### src/ovs_map.svh
// Constants for the OTG VBUS switch and source select block
// Assumes inclusion by bare name from the modules
`ifndef OVS_MAP_SVH
`define OVS_MAP_SVH

// ----------------------------------------
// Register offsets (byte addresses)
// ----------------------------------------
`define OVS_CTRL_OFS     4'h0
`define OVS_STAT_OFS     4'h4
`define OVS_IRQ_OFS      4'h8
`define OVS_MASK_OFS     4'hC

// ----------------------------------------
// Field positions
// ----------------------------------------
`define OVS_CTRL_BOOST_EN_BIT 0
`define OVS_CTRL_ADAPT_EN_BIT 1
`define OVS_MASK_BOOST_BIT    0
`define OVS_MASK_ADAPT_BIT    1
`define OVS_IRQ_BOOST_BIT     0
`define OVS_IRQ_ADAPT_BIT     1

// ----------------------------------------
// Reset values
// ----------------------------------------
`define OVS_CTRL_RST     2'h0
`define OVS_MASK_RST     2'h0
`define OVS_IRQ_RST      2'h0

// ----------------------------------------
// Timing
// ----------------------------------------
`define OVS_OC_TIME_MS   256
`define OVS_CLK_HZ       20000000
// Divide first so the product stays inside a 32-bit int
`define OVS_OC_CYCLES    (`OVS_OC_TIME_MS * (`OVS_CLK_HZ / 1000))

`endif

### src/ovs_pkg.sv
// Types for the OTG VBUS switch and source select block
// Assumes nothing beyond the map header
package ovs_pkg;
  typedef enum logic [1:0] {
    OVS_SRC_BATT  = 2'h0,
    OVS_SRC_VBUS  = 2'h1,
    OVS_SRC_ADAPT = 2'h3
  } ovs_src_t;

  typedef enum logic [1:0] {
    OVS_SW_OFF     = 2'h0,
    OVS_SW_ON      = 2'h1,
    OVS_SW_TRIPPED = 2'h3
  } ovs_sw_state_t;
endpackage

### src/ovs_sw_if.sv
// Interface between the top and one guarded switch
// Assumes the top drives the request side on core_clk
`timescale 1ns/1ps
interface ovs_sw_if;
  logic enable_req;
  logic allow;
  logic enable_rise;
  logic oc_sync;
  logic closed;
  logic trip_pulse;
  modport ctl (input enable_req, allow, enable_rise, oc_sync, output closed, trip_pulse);
  modport top (output enable_req, allow, enable_rise, oc_sync, input closed, trip_pulse);
endinterface

### src/ovs_guard_sw.sv
// One VBUS feed switch with continuous over-current trip timer
// Assumes over-current input already synchronised to core_clk
`timescale 1ns/1ps
`include "ovs_map.svh"
module ovs_guard_sw
  import ovs_pkg::*;
#(
  parameter int OC_CYCLES = `OVS_OC_CYCLES
) (
  input  wire logic core_clk, // System clock
  input  wire logic nrst,     // Sync reset, active low
  ovs_sw_if.ctl     sw        // Switch control bundle
);
  localparam int CW = $clog2(OC_CYCLES + 1);

  ovs_sw_state_t state_q;
  ovs_sw_state_t state_d;
  logic [CW-1:0] cnt_q;
  logic [CW-1:0] cnt_d;
  logic          trip_q;
  wire           timeout;
  wire           run;

  assign run     = (state_q == OVS_SW_ON) && sw.allow;
  assign timeout = run && sw.oc_sync && (cnt_q >= CW'(OC_CYCLES));

  // ----------------------------------------
  // Overload timer and switch state
  // ----------------------------------------
  always_comb begin
    state_d = state_q;
    cnt_d   = cnt_q;
    if (run && sw.oc_sync) begin
      if (cnt_q < CW'(OC_CYCLES)) begin
        cnt_d = cnt_q + CW'(1);
      end
    end else begin
      cnt_d = '0;
    end
    case (state_q)
      OVS_SW_OFF: begin
        if (sw.enable_req) begin
          state_d = OVS_SW_ON;
        end
      end
      OVS_SW_ON: begin
        if (!sw.enable_req) begin
          state_d = OVS_SW_OFF;
        end else if (timeout) begin
          state_d = OVS_SW_TRIPPED;
          cnt_d   = '0;
        end
      end
      OVS_SW_TRIPPED: begin
        if (sw.enable_rise) begin
          state_d = OVS_SW_ON;
        end
      end
      default: state_d = OVS_SW_OFF;
    endcase
  end

  always_ff @(posedge core_clk) begin
    if (!nrst) begin
      state_q <= OVS_SW_OFF;
      cnt_q   <= '0;
      trip_q  <= 1'b0;
    end else begin
      state_q <= state_d;
      cnt_q   <= cnt_d;
      trip_q  <= timeout;
    end
  end

  assign sw.closed     = run;
  assign sw.trip_pulse = trip_q;
endmodule

### src/ovs_top.sv
// Top of the OTG VBUS switch and source select block
// Assumes analog comparators arrive asynchronously; Avalon-MM master on core_clk
`timescale 1ns/1ps
`include "ovs_map.svh"
module ovs_top
  import ovs_pkg::*;
#(
  parameter int OC_CYCLES = `OVS_OC_CYCLES
) (
  input  wire logic        core_clk,          // System clock, 20 MHz
  input  wire logic        nrst,              // Sync reset, active low
  input  wire logic [3:0]  avs_address,       // Byte address
  input  wire logic        avs_read,          // Read strobe
  input  wire logic        avs_write,         // Write strobe
  input  wire logic [31:0] avs_writedata,     // Write data
  input  wire logic [3:0]  avs_byteenable,    // Byte enables
  output logic      [31:0] avs_readdata,      // Read data
  output logic             avs_waitrequest,   // Wait request
  output logic             avs_response_err,  // Unmapped access flag with answer
  input  wire logic        boost_oc_in,       // Boost switch over-current comparator
  input  wire logic        adapter_oc_in,     // Adapter switch over-current comparator
  input  wire logic        adapter_ov_in,     // Adapter above 6 V comparator
  input  wire logic        adapter_valid_in,  // Adapter input valid
  input  wire logic        vbus_valid_in,     // VBUS input valid
  input  wire logic        sys_overload_in,   // System load above input capability
  output logic             boost_to_vbus_switch,   // Boost feed to VBUS gate
  output logic             adapter_to_vbus_switch, // Adapter to VBUS gate
  output logic             vbus_charge_path,       // Charge path from VBUS
  output logic             adapter_charge_path,    // Charge path from adapter
  output logic             charge_enable,          // Battery charging on
  output logic             battery_supply,         // Battery feeds system
  output logic [1:0]       sys_source,             // Selected source code
  output logic             irq                     // Level interrupt
);
  // ----------------------------------------
  // Input synchronisers
  // ----------------------------------------
  localparam int NS = 6;
  wire  [NS-1:0] async_in;
  logic [NS-1:0] meta_q;
  logic [NS-1:0] sync_q;
  assign async_in = {sys_overload_in, vbus_valid_in, adapter_valid_in,
                     adapter_ov_in, adapter_oc_in, boost_oc_in};

  genvar gi;
  generate
    for (gi = 0; gi < NS; gi++) begin : g_sync
      always_ff @(posedge core_clk) begin
        if (!nrst) begin
          meta_q[gi] <= 1'b0;
          sync_q[gi] <= 1'b0;
        end else begin
          meta_q[gi] <= async_in[gi];
          sync_q[gi] <= meta_q[gi];
        end
      end
    end
  endgenerate

  wire boost_oc    = sync_q[0];
  wire adapter_oc  = sync_q[1];
  wire adapter_ov  = sync_q[2];
  wire adapter_ok  = sync_q[3];
  wire vbus_ok     = sync_q[4];
  wire sys_over    = sync_q[5];

  // ----------------------------------------
  // Register bus decode
  // ----------------------------------------
  logic [1:0]  ctrl_q;
  logic [1:0]  mask_q;
  logic [1:0]  irq_q;
  logic        ack_q;
  logic        wait_q;
  logic [31:0] rdata_q;
  logic        err_q;
  logic        rise_boost_q;
  logic        rise_adapt_q;

  wire req      = (avs_read || avs_write) && !ack_q;
  // Write lands at the edge where waitrequest is low
  wire wr_go    = avs_write && ack_q && avs_byteenable[0];
  wire sel_ctrl = avs_address == `OVS_CTRL_OFS;
  wire sel_stat = avs_address == `OVS_STAT_OFS;
  wire sel_irq  = avs_address == `OVS_IRQ_OFS;
  wire sel_mask = avs_address == `OVS_MASK_OFS;
  wire mapped   = sel_ctrl || sel_stat || sel_irq || sel_mask;
  wire wr_ctrl  = wr_go && sel_ctrl;
  wire wr_irq   = wr_go && sel_irq;
  wire wr_mask  = wr_go && sel_mask;

  wire [1:0] ctrl_new    = avs_writedata[1:0];
  wire       boost_rise  = wr_ctrl && !ctrl_q[`OVS_CTRL_BOOST_EN_BIT]
                           && ctrl_new[`OVS_CTRL_BOOST_EN_BIT];
  wire       adapt_rise  = wr_ctrl && !ctrl_q[`OVS_CTRL_ADAPT_EN_BIT]
                           && ctrl_new[`OVS_CTRL_ADAPT_EN_BIT];

  // ----------------------------------------
  // Guarded switches
  // ----------------------------------------
  ovs_sw_if boost_if ();
  ovs_sw_if adapt_if ();

  assign boost_if.enable_req  = ctrl_q[`OVS_CTRL_BOOST_EN_BIT];
  assign boost_if.allow       = 1'b1;
  assign boost_if.enable_rise = rise_boost_q;
  assign boost_if.oc_sync     = boost_oc;
  assign adapt_if.enable_req  = ctrl_q[`OVS_CTRL_ADAPT_EN_BIT];
  assign adapt_if.allow       = !boost_if.closed && !adapter_ov;
  assign adapt_if.enable_rise = rise_adapt_q;
  assign adapt_if.oc_sync     = adapter_oc;

  ovs_guard_sw #(.OC_CYCLES(OC_CYCLES)) u_boost_sw (
    .core_clk (core_clk),
    .nrst     (nrst),
    .sw       (boost_if)
  );

  ovs_guard_sw #(.OC_CYCLES(OC_CYCLES)) u_adapt_sw (
    .core_clk (core_clk),
    .nrst     (nrst),
    .sw       (adapt_if)
  );

  // ----------------------------------------
  // Fault flags, set wins over clear
  // ----------------------------------------
  wire [1:0] fault_set = {adapt_if.trip_pulse, boost_if.trip_pulse};
  wire [1:0] fault_clr = wr_irq ? avs_writedata[1:0] : 2'h0;
  wire [1:0] irq_d     = fault_set | (irq_q & ~fault_clr);
  wire       irq_d_out = |(irq_d & mask_q);

  // ----------------------------------------
  // Source selection
  // ----------------------------------------
  wire boost_closed = boost_if.closed;
  wire use_adapt    = adapter_ok && !adapter_ov;
  wire use_vbus     = !use_adapt && vbus_ok && !boost_closed;
  wire any_in       = use_adapt || use_vbus;
  wire [1:0] src_d  = use_adapt ? OVS_SRC_ADAPT :
                      use_vbus  ? OVS_SRC_VBUS  : OVS_SRC_BATT;
  wire batt_d       = !any_in || sys_over;

  wire [31:0] stat_word = {24'h000000, 1'b0, sys_over, vbus_ok, adapter_ok,
                           adapter_ov, adapt_if.closed, boost_closed, 1'b0};
  wire [31:0] rd_mux =
      sel_ctrl ? {30'h00000000, ctrl_q} :
      sel_stat ? stat_word :
      sel_irq  ? {30'h00000000, irq_q} :
      sel_mask ? {30'h00000000, mask_q} : 32'h00000000;

  // ----------------------------------------
  // Registers
  // ----------------------------------------
  always_ff @(posedge core_clk) begin
    if (!nrst) begin
      ctrl_q       <= `OVS_CTRL_RST;
      mask_q       <= `OVS_MASK_RST;
      irq_q        <= `OVS_IRQ_RST;
      rise_boost_q <= 1'b0;
      rise_adapt_q <= 1'b0;
    end else begin
      if (wr_ctrl) begin
        ctrl_q <= ctrl_new;
      end
      if (wr_mask) begin
        mask_q <= avs_writedata[1:0];
      end
      irq_q        <= irq_d;
      rise_boost_q <= boost_rise;
      rise_adapt_q <= adapt_rise;
    end
  end

  // Answer one cycle after request
  always_ff @(posedge core_clk) begin
    if (!nrst) begin
      ack_q   <= 1'b0;
      wait_q  <= 1'b1;
      rdata_q <= 32'h00000000;
      err_q   <= 1'b0;
    end else begin
      ack_q   <= req;
      wait_q  <= !req;
      rdata_q <= (req && avs_read) ? rd_mux : 32'h00000000;
      err_q   <= req && !mapped;
    end
  end

  always_ff @(posedge core_clk) begin
    if (!nrst) begin
      boost_to_vbus_switch   <= 1'b0;
      adapter_to_vbus_switch <= 1'b0;
      vbus_charge_path       <= 1'b0;
      adapter_charge_path    <= 1'b0;
      charge_enable          <= 1'b0;
      battery_supply         <= 1'b1;
      sys_source             <= OVS_SRC_BATT;
      irq                    <= 1'b0;
    end else begin
      boost_to_vbus_switch   <= boost_closed;
      adapter_to_vbus_switch <= adapt_if.closed;
      vbus_charge_path       <= use_vbus;
      adapter_charge_path    <= use_adapt;
      charge_enable          <= any_in;
      battery_supply         <= batt_d;
      sys_source             <= src_d;
      irq                    <= irq_d_out;
    end
  end

  assign avs_readdata     = rdata_q;
  assign avs_waitrequest  = wait_q;
  assign avs_response_err = err_q;
endmodule

### config.mk
export PLATFORM = sky130hd
export DESIGN_NAME = ovs_top
export DESIGN_NICKNAME = d
export VERILOG_FILES = /design/src/ovs_pkg.sv /design/src/ovs_sw_if.sv /design/src/ovs_guard_sw.sv /design/src/ovs_top.sv
export VERILOG_INCLUDE_DIRS = /design/src
export SDC_FILE = /design/constraint.sdc
export NUM_CORES = 1
export LEC_CHECK = 0
export CAP_MARGIN = 20
export CORE_ASPECT_RATIO = 0.5
export CORE_MARGIN = 2
export CORE_UTILIZATION = 45
export DETAILED_ROUTE_END_ITERATION = 8
export DONT_BUFFER_PORTS = 1
export RECOVER_POWER = 25
export SLEW_MARGIN = 10
export SYNTH_ARGS = -nofsm -noshare
export SYNTH_HDL_FRONTEND = slang
export SYNTH_SLANG_ARGS = --single-unit
### constraint.sdc
create_clock -name core_clk -period 1.7 [get_ports core_clk]
set_input_delay 0.085 -clock core_clk [delete_from_list [all_inputs] [get_ports core_clk]]
set_output_delay 0.085 -clock core_clk [all_outputs]
set_load 0.01 [all_outputs]
# Yosys cells after proc, flatten, opt, wreduce, memory -nomap -nowiden
# Cells that the tools add are included.
# W data, S select, Z words.
[word_totals] ff_bits=116 input_bits=50 output_inout_bits=43 elab_cells=134
[op_classes] n_addsub=2 n_lt_le_gt_ge=4 n_eq_ne=13 n_mux=27 bitwise_logic=6 reduce_logical=45
[op_table] cell="$mux W23" n=10
[op_table] cell="$add A23 B1 Y23 const B" n=2
[op_table] cell="$ge A23 B23 Y1 const B" n=2
[op_table] cell="$lt A23 B23 Y1 const B" n=2
[op_table] cell="$mux W2" n=13
[op_table] cell="$logic_and A1 B1 Y1" n=21
[op_table] cell="$pmux W2 S3" n=2
[op_table] cell="$logic_not A1 Y1" n=9
[op_table] cell="$eq A4 B4 Y1 const B" n=2
[op_table] cell="$ne A2 B2 Y1 const B" n=4
[op_table] cell="$mux W7" n=1
[op_table] cell="$logic_or A1 B1 Y1" n=6
[op_table] cell="$ne A3 B2 Y1 const B" n=2
[op_table] cell="$reduce_and A3 Y1" n=2
[op_table] cell="$reduce_or A5 Y1" n=1
[op_table] cell="$and A2 B2 Y2" n=2
[op_table] cell="$eq A2 B1 Y1 const B" n=2
[op_table] cell="$eq A2 B2 Y1 const B" n=2
[op_table] cell="$eq A4 B3 Y1 const B" n=1
[op_table] cell="$logic_not A2 Y1" n=2
[op_table] cell="$logic_not A4 Y1" n=1
[op_table] cell="$reduce_or A3 Y1" n=1
[op_table] cell="$not A1 Y1" n=2
[op_table] cell="$not A2 Y2" n=1
[op_table] cell="4 further kinds" n=4

# Depth between registers and ports, before layout
# Gate-level depths: netlist of run 1.
[logic_depth] depth_word=9 depth_mapped=7 ltp_nobuf=6

# By module
# Synthesis of run 1 repeated with hierarchy kept, for this count alone.
[unflattened] hier_cells=455 area_unflattened_um2=4097.7
[modules_own_cells] mod="ovs_guard_sw" instances=2 cells_each=153 area_per_inst_um2=1323.8 seq_area_each_um2=520.5
[modules_own_cells] mod="ovs_top" instances=1 cells_each=149 area_per_inst_um2=1450.1 seq_area_each_um2=740.7

# Worst setup path after synthesis of run 1
# No wires, ideal clock.
[synth_path] path_kind="register to register" startpoint="register u_boost_sw.cnt_q[0]" endpoint="register u_boost_sw.cnt_q[18]" arrival_ns=1.603 required_time_ns=1.630 path_slack_ns=0.027 stages_incl_launch_ff=6 path_buffers=0 cell_sequence="dfxtp_1 -> ha_1 -> and3_1 -> nand4_1 -> or4_1 -> a21oi_1"
[synth_via] elab_chain_cells=6 word_cells_on_any_way=9
[synth_rtl] element="from (decl)" line_no="ovs_guard_sw.sv:18" rtl="logic [CW-1:0] cnt_q;"
[synth_rtl] element="from (signal assigned)" line_no="ovs_guard_sw.sv:70" rtl="cnt_q <= cnt_d;"
[synth_rtl] element="$add A23 B1 Y23 / $lt A23 B23 Y1 (equally long branches)" line_no="ovs_guard_sw.sv:35, ovs_guard_sw.sv:34"
[synth_rtl] element="$mux W23" line_no="ovs_guard_sw.sv:34" rtl="if (cnt_q < CW'(OC_CYCLES)) begin"
[synth_rtl] element="$mux W23" line_no="ovs_guard_sw.sv:33" rtl="if (run && sw.oc_sync) begin"
[synth_rtl] element="$mux W23" line_no="ovs_guard_sw.sv:49" rtl="end else if (timeout) begin"
[synth_rtl] element="$mux W23" line_no="ovs_guard_sw.sv:47" rtl="if (!sw.enable_req) begin"
[synth_rtl] element="$mux W23 *" line_no="ovs_guard_sw.sv:40" rtl="case (state_q)"
# Every way passes the cells marked *; elsewhere a longest branch is shown, timed or not.
# A chain may end at the register's enable or synchronous reset.

# Final worst setup path of run 1
[layout_path] startpoint="register u_boost_sw.cnt_q[13]" endpoint="register u_boost_sw.cnt_q[14]"
# The elaborated chain is that of the path after synthesis.

==> flow_summary.yaml, run 1 <==
run:
  maxCapViolCount: 0
drt:
  wire_per_inst_um: 13.1
  num_vias: 3476
  ant_nets: 0
  drt-pass1-iter-count: 6
  routed_via_density: 5.26
  initialDrtViolationCount: 140
  drt-total-wl_um: 8640
  drc: 1
place:
  numPortBuffers: 0
  place.gp.congestion: 0.747
  dp_cells: 615
  dp_hpwl_um: 5690
finish:
  finish.utilization: 0.603
  layout_common_cells: "82 x dfxtp_1, 56 x buf_4, 26 x a21oi_1"
  syn_to_final_growth_pct: 28.2
  drive_above_1_share: 0.241
  nNetsFinal: 602
  final_common_cell: "dfxtp_1"
  fin_cells: 661
  n_antenna_cell: 0
logic_synthesis:
  synth.largest_area_cell: "dfxtp_1"
  synth.area.top_cells: "dfxtp_1 43%, a21oi_1 4.8%, buf_4 4.7%"
  synthFlopType: "dfxtp_1"
  synth_cell_types: 48
  avgSynthCellArea_um2: 9.02
  syn_inst: 462
  ys_warn_count: 0
  seq_area_frac_synth: 0.432
  synth-seq-cells: 90
  synth_top_area_frac: 0.432
  synthArstFlopShare: 0
  synth_edf_count: 0
  syn_area_um2: 4170
critical_path:
  critPathArrivalTime_ns: 2.10
  slowest_delay_ns: 0.50
  crit_path_end_kind: "register"
  reg2regPathDepth: 6
  crit_chain: "nor4_4 -> buf_4 -> o211ai_4 -> buf_6 -> or4_4 -> a21oi_2"
  cpMaxStageDelayCell: "or4_4"
  r2r_start: "u_boost_sw.cnt_q[13]"
  path_max_fanout: 8
  path_class: "reg2reg"
  required_ns: 1.98
  startpoint: "u_boost_sw.cnt_q[13]"
  worstSetupStartpointType: "register"
status:
  outcome: "finished with violations"
  violations: "design-rule violations, negative setup slack"
power_and_ir_drop:
  power_frac_clock: 0.448
  p_switching_w: 0.000879
  seq_power_share: 0.508
  p_leak_nw: 1.94
  ir_drop_mv: 0.533
  p_per_area_nw_per_um2: 800
  intPower_w: 0.00339
  switching_share: 0.206
  pwr-share-comb: 0.044
clock_tree:
  clkLatencyLatePin_ns: 0.34
  cts_buffers: 9
  cts_tree: "done"
  clkSinkCount: 90
  root_buffer: "clkbuf_16"
  cts.clk_slew.worst_paths_ns: 0.06
  h-tree-depth: 3
  cts_buffer_depth: 2
global_routing:
  grtUsageTotal: 0.178
  grt-ovfl-total: 0
  grt_pass1_vias: 3174
  grt_max_degree: 32
  antenna_found_initial: 0
  grt_pass1_wl_um: 14400
floorplan:
  ios: 93
  start_util: 0.470
  dieHeight_um: 72.1
  coreArea_um2: 8860
  die_width_um: 140
  die_area_um2: 10100
  row_count: 24
timing:
  whs_ns: 0.0281
  slew-limit-headroom: 0.291
  finalHoldViolations: 0
  fmax_mhz: 549
  setup_violations: 12
  drv_slew: 0
  min_period_ns: 1.82
  post-route-period-util: 1.07
  fin_ws_ns: -0.122
  grt_setup_unrepaired: "yes"
  skew_ns: 0.00593
  worstMarginPinSlew_ns: 1.06
worst_hold_path:
  min_from: "avs_address[2]"
  min_delay_path_depth: 2
  min_path_type: "in2reg"
## cell type report
cell class / instances / area [µm²]
sequential: 90 / 1810
clock inverter: 3 / 40.0
tap: 117 / 146
multi-input combinational: 332 / 2280
inverter: 23 / 86.3
clock buffer: 12 / 246
timing repair buffer: 84 / 731
fill: 764 / 3510
## power by group through the flow
stage	Clock [W]	Combinational [W]	Sequential, W
6_report	0.00191	0.000188	0.00217
5_1_grt	0.00210	0.000209	0.00217
4_1_cts	0.00199	0.000185	0.00217
3_5_place_dp	0	0.000143	0.00222
3_3_place_gp	0	0.000140	0.00222
2_1_floorplan	0	0.000165	0.00221
## synth_stat cells (all sizes together) (9+ instances only)
cell / n
dfxtp: 90
a21oi: 40
buf: 32
nand2: 25
o21ai: 25
and2: 24
inv: 23
or4: 20
o31ai: 19
nand3: 18
or3: 17
nor2: 14
ha: 12
and3: 10
mux2i: 10
nand4: 10
clkbuf: 9
## worst max-delay path: cells and delay by family (launching register included)
kind / cells / cell delay (ns)
AO/OA/AOI/OAI: 2 / 0.25
buffers and inverters: 2 / 0.34
flip-flops: 1 / 0.33
AND/OR/NAND/NOR: 2 / 0.84
## cell families (layout without fill, tap and decap cells)
kind of cell,count (synthesis),count (layout),share of synthesized area
compound gates,108,108,0.164
simple gates,172,172,0.247
buf+inv,64,122,0.0844
fa+ha+maj,12,12,0.0360
mux,11,11,0.0267
other cells,1,25,0.000900
xor+xnor,4,4,0.00841
flops,90,90,0.432
## what timing repair did
item	CTS	global route
setup buffers	8	4
endpoints found under the setup margin	26	45
gates cloned	1	1
hold buffers	17	0
gates resized for setup	10	48
pin swaps	25	10
endpoints found under the hold margin	38	0
## worst paths after layout
path	to	slack, ns
setup reg to reg	u_boost_sw.cnt_q[14]	-0.12
hold / removal	irq_q[0]	0.03
hold reg to reg	battery_supply	0.43
setup / recovery	u_boost_sw.cnt_q[14]	-0.12
## sequential cells by signal (all words and copies together), names as in the netlist, 6 cells and up
register / cells
u_adapt_sw.cnt_q: 23
u_boost_sw.cnt_q: 23
avs_readdata: 7
meta_q: 6
## per-stage QoR
step                instance area [µm²]  TNS, ns  setup WS [ns]  power (W)
finish                             5340   -0.566         -0.122    0.00427
global route                       5340    -2.31         -0.215    0.00448
CTS                                5140   -0.589         -0.106    0.00435
detailed placement                 4570   -0.988        -0.0965    0.00236
global placement                   4570   -0.565        -0.0497    0.00236
floorplan                          4260        0         0.0268    0.00238
## routing by layer
| metal | share of wire | vias to the layer above | global-route usage |
|---|---|---|---|
| met1 | 0.45 | 1643 | 0.207 |
| li1 | - | 1783 | - |
| met3 | 0.034 | 6 | 0.0634 |
| met2 | 0.51 | 44 | 0.315 |
| met4 | 0.0071 | 0 | 0.0572 |
| met5 | 0 | - | 0 |
Note: power is estimated with default switching activity, not from simulation.
==> run 2, diff against run 1 <==
- GPL_ROUTABILITY_DRIVEN: unset -> 0
- RECOVER_POWER: 25 -> 50
- SYNTH_HIERARCHICAL: unset -> 1
==> flow_summary.yaml, run 2 <==
timing:
  min_period_ns: 1.66
  skew_ns: 0.00811
  post-route-period-util: 0.976
  drv_slew: 0
  slew-limit-headroom: 0.414
  worstMarginPinSlew_ns: 0.878
  fmax_mhz: 603
  finalHoldViolations: 0
  setup_violations: 0
  tns_ns: 0
  grt_setup_unrepaired: "yes"
worst_hold_path:
  min_delay_path_depth: 3
  min_from: "avs_writedata[1]"
  min_path_type: "in2reg"
  holdPathEnd: "irq"
clock_tree:
  cts.clk_slew.worst_paths_ns: 0.06
  clkSinkCount: 89
  cts_buffers: 9
  h-tree-depth: 3
  cts_buffer_depth: 2
  clkLatencyLatePin_ns: 0.35
  root_buffer: "clkbuf_16"
  cts_tree: "done"
place:
  dp_cells: 592
  numPortBuffers: 0
  dp_hpwl_um: 5070
global_routing:
  grt_max_degree: 26
  grtUsageTotal: 0.165
  grt_pass1_wl_um: 13200
  antenna_found_initial: 0
  grt_pass1_vias: 2873
  grt-ovfl-total: 0
critical_path:
  worstSetupStartpointType: "register"
  path_class: "reg2reg"
  critPathArrivalTime_ns: 1.89
  crit_family: "simple AND/OR/NAND/NOR gates"
  r2r_start: "u_boost_sw/cnt_q[19]"
  rrSetupSlack_ns: 0.04
  crit_chain: "nand4_1 -> o21ai_2 -> buf_4 -> nand2b_1 -> xor2_1 -> nor2_1"
  cpMaxStageDelayCell: "dfxtp_1"
  crit_buf_inv: 1
  slowest_delay_ns: 0.38
  crit_path_end_kind: "register"
  path_max_fanout: 5
  reg2regPathDepth: 6
  rr_endpoint: "u_boost_sw/cnt_q[2]"
  required_ns: 1.93
finish:
  finish.utilization: 0.574
  syn_to_final_growth_pct: 22.7
  seq_area_um2: 1780
  n_antenna_cell: 0
  drive_above_1_share: 0.166
  layout_common_cells: "88 x dfxtp_1, 59 x nor2_1, 38 x xnor2_1"
  fillers: 771
  fin_cells: 629
  final_common_cell: "dfxtp_1"
  nNetsFinal: 569
  multi_input_area_um2: 2180
logic_synthesis:
  seq_area_frac_synth: 0.435
  synth_common_cells: "89 x dfxtp_1, 60 x nor2_1, 38 x xnor2_1"
  synth_edf_count: 0
  yosysMostFrequentCell: "dfxtp_1"
  synth.area.top_cells: "dfxtp_1 43%, xnor2_1 8.1%, nor2_1 5.5%"
  synth_top_area_frac: 0.435
  syn_area_um2: 4100
  avgSynthCellArea_um2: 9.01
  synthArstFlopShare: 0
  synthFlopType: "dfxtp_1"
  ys_warn_count: 6
  synth_cell_types: 43
  syn_inst: 455
  synth-seq-cells: 89
  synth.largest_area_cell: "dfxtp_1"
power_and_ir_drop:
  power_frac_clock: 0.502
  p_per_area_nw_per_um2: 919
  pwr-share-comb: 0.036
  intPower_w: 0.00367
  p_switching_w: 0.000951
  ir_drop_mv: 0.522
  p_leak_nw: 1.87
  switching_share: 0.206
  seq_power_share: 0.462
drt:
  ant_nets: 0
  routed_via_density: 4.91
  num_vias: 3091
  wire_per_inst_um: 12.8
  drc: 0
  drt-total-wl_um: 8030
  initialDrtViolationCount: 185
  drt-pass1-iter-count: 4
floorplan:
  ios: 93
  die_width_um: 139
  coreArea_um2: 8770
  start_util: 0.467
  dieHeight_um: 71.5
  row_count: 24
  die_area_um2: 9930
run:
  maxCapViolCount: 0
status:
  outcome: "complete, no violations"
-- run 2: final cells by class --
cell class | count | area share
Multi-Input combinational cell | 332 | 0.433
Sequential cell | 89 | 0.354
Timing Repair Buffer | 55 | 0.0985
Clock buffer | 10 | 0.0475
Tap cell | 117 | 0.0291
Clock inverter | 6 | 0.0226
Inverter | 20 | 0.0149
-- run 2: cell families after synthesis --
family / share of synthesized area
buf+inv: 0.0849
fa+ha+maj: 0.0366
mux: 0.0171
compound gates: 0.0534
xor+xnor: 0.0898
other cells: 0.00183
flops: 0.435
simple gates: 0.282
-- run 2: worst max-delay path by stage --
stage,start,endpoint,cells past startpoint
detailed placement,u_boost_sw/cnt_q[16],u_boost_sw/cnt_q[19],6
finish,u_boost_sw/cnt_q[19],u_boost_sw/cnt_q[2],6
floorplan,u_boost_sw/state_q[1],u_adapt_sw/cnt_q[10],8
global route,u_boost_sw/cnt_q[19],u_boost_sw/state_q[0],5
global placement,u_boost_sw/cnt_q[16],u_boost_sw/cnt_q[19],6
CTS,nrst,avs_response_err,4
-- run 2: metal layers --
metal / GRT usage / share of wire / routed length (µm)
met5: 0 / 0 / 0
met4: 0.0752 / 0.022 / 175
met3: 0.0455 / 0.039 / 311
met2: 0.285 / 0.48 / 3840
met1: 0.196 / 0.46 / 3700
-- run 2: power by group through the flow --
stage,Clock (W),Combinational [W],Sequential [W]
6_report,0.00232,0.000166,0.00214
5_1_grt,0.00244,0.000187,0.00214
2_1_floorplan,0,0.000151,0.00218
3_5_place_dp,0,0.000124,0.00218
3_3_place_gp,0,0.000122,0.00218
4_1_cts,0.00236,0.000163,0.00214
-- run 2: timing repair --
action,4_1_cts,5_1_grt
endpoints found under the setup margin,0,52
hold buffers,17,0
setup buffers,0,2
hold endpoints to repair,35,0
resized for setup,0,24
-- run 2: tightest hold or removal path, stage by stage --
cell and delay [ns]:
nor2b_1 0.02, o21ai_0 0.13, a31oi_1 0.08
-- run 2: metrics by stage --
step / hold slack (ns) / cell area, µm² / worst slack (ns) / total power [W]
3_5_place_dp: 0.193 / 4350 / 0.0332 / 0.00231
5_1_grt: 0.0347 / 5030 / -0.118 / 0.00476
6_report: 0.0268 / 5030 / 0.0404 / 0.00462
2_1_floorplan: 0.186 / 4190 / 0.144 / 0.00233
3_3_place_gp: 0.188 / 4350 / 0.0398 / 0.00230
4_1_cts: 0.0127 / 4880 / 0.0177 / 0.00466
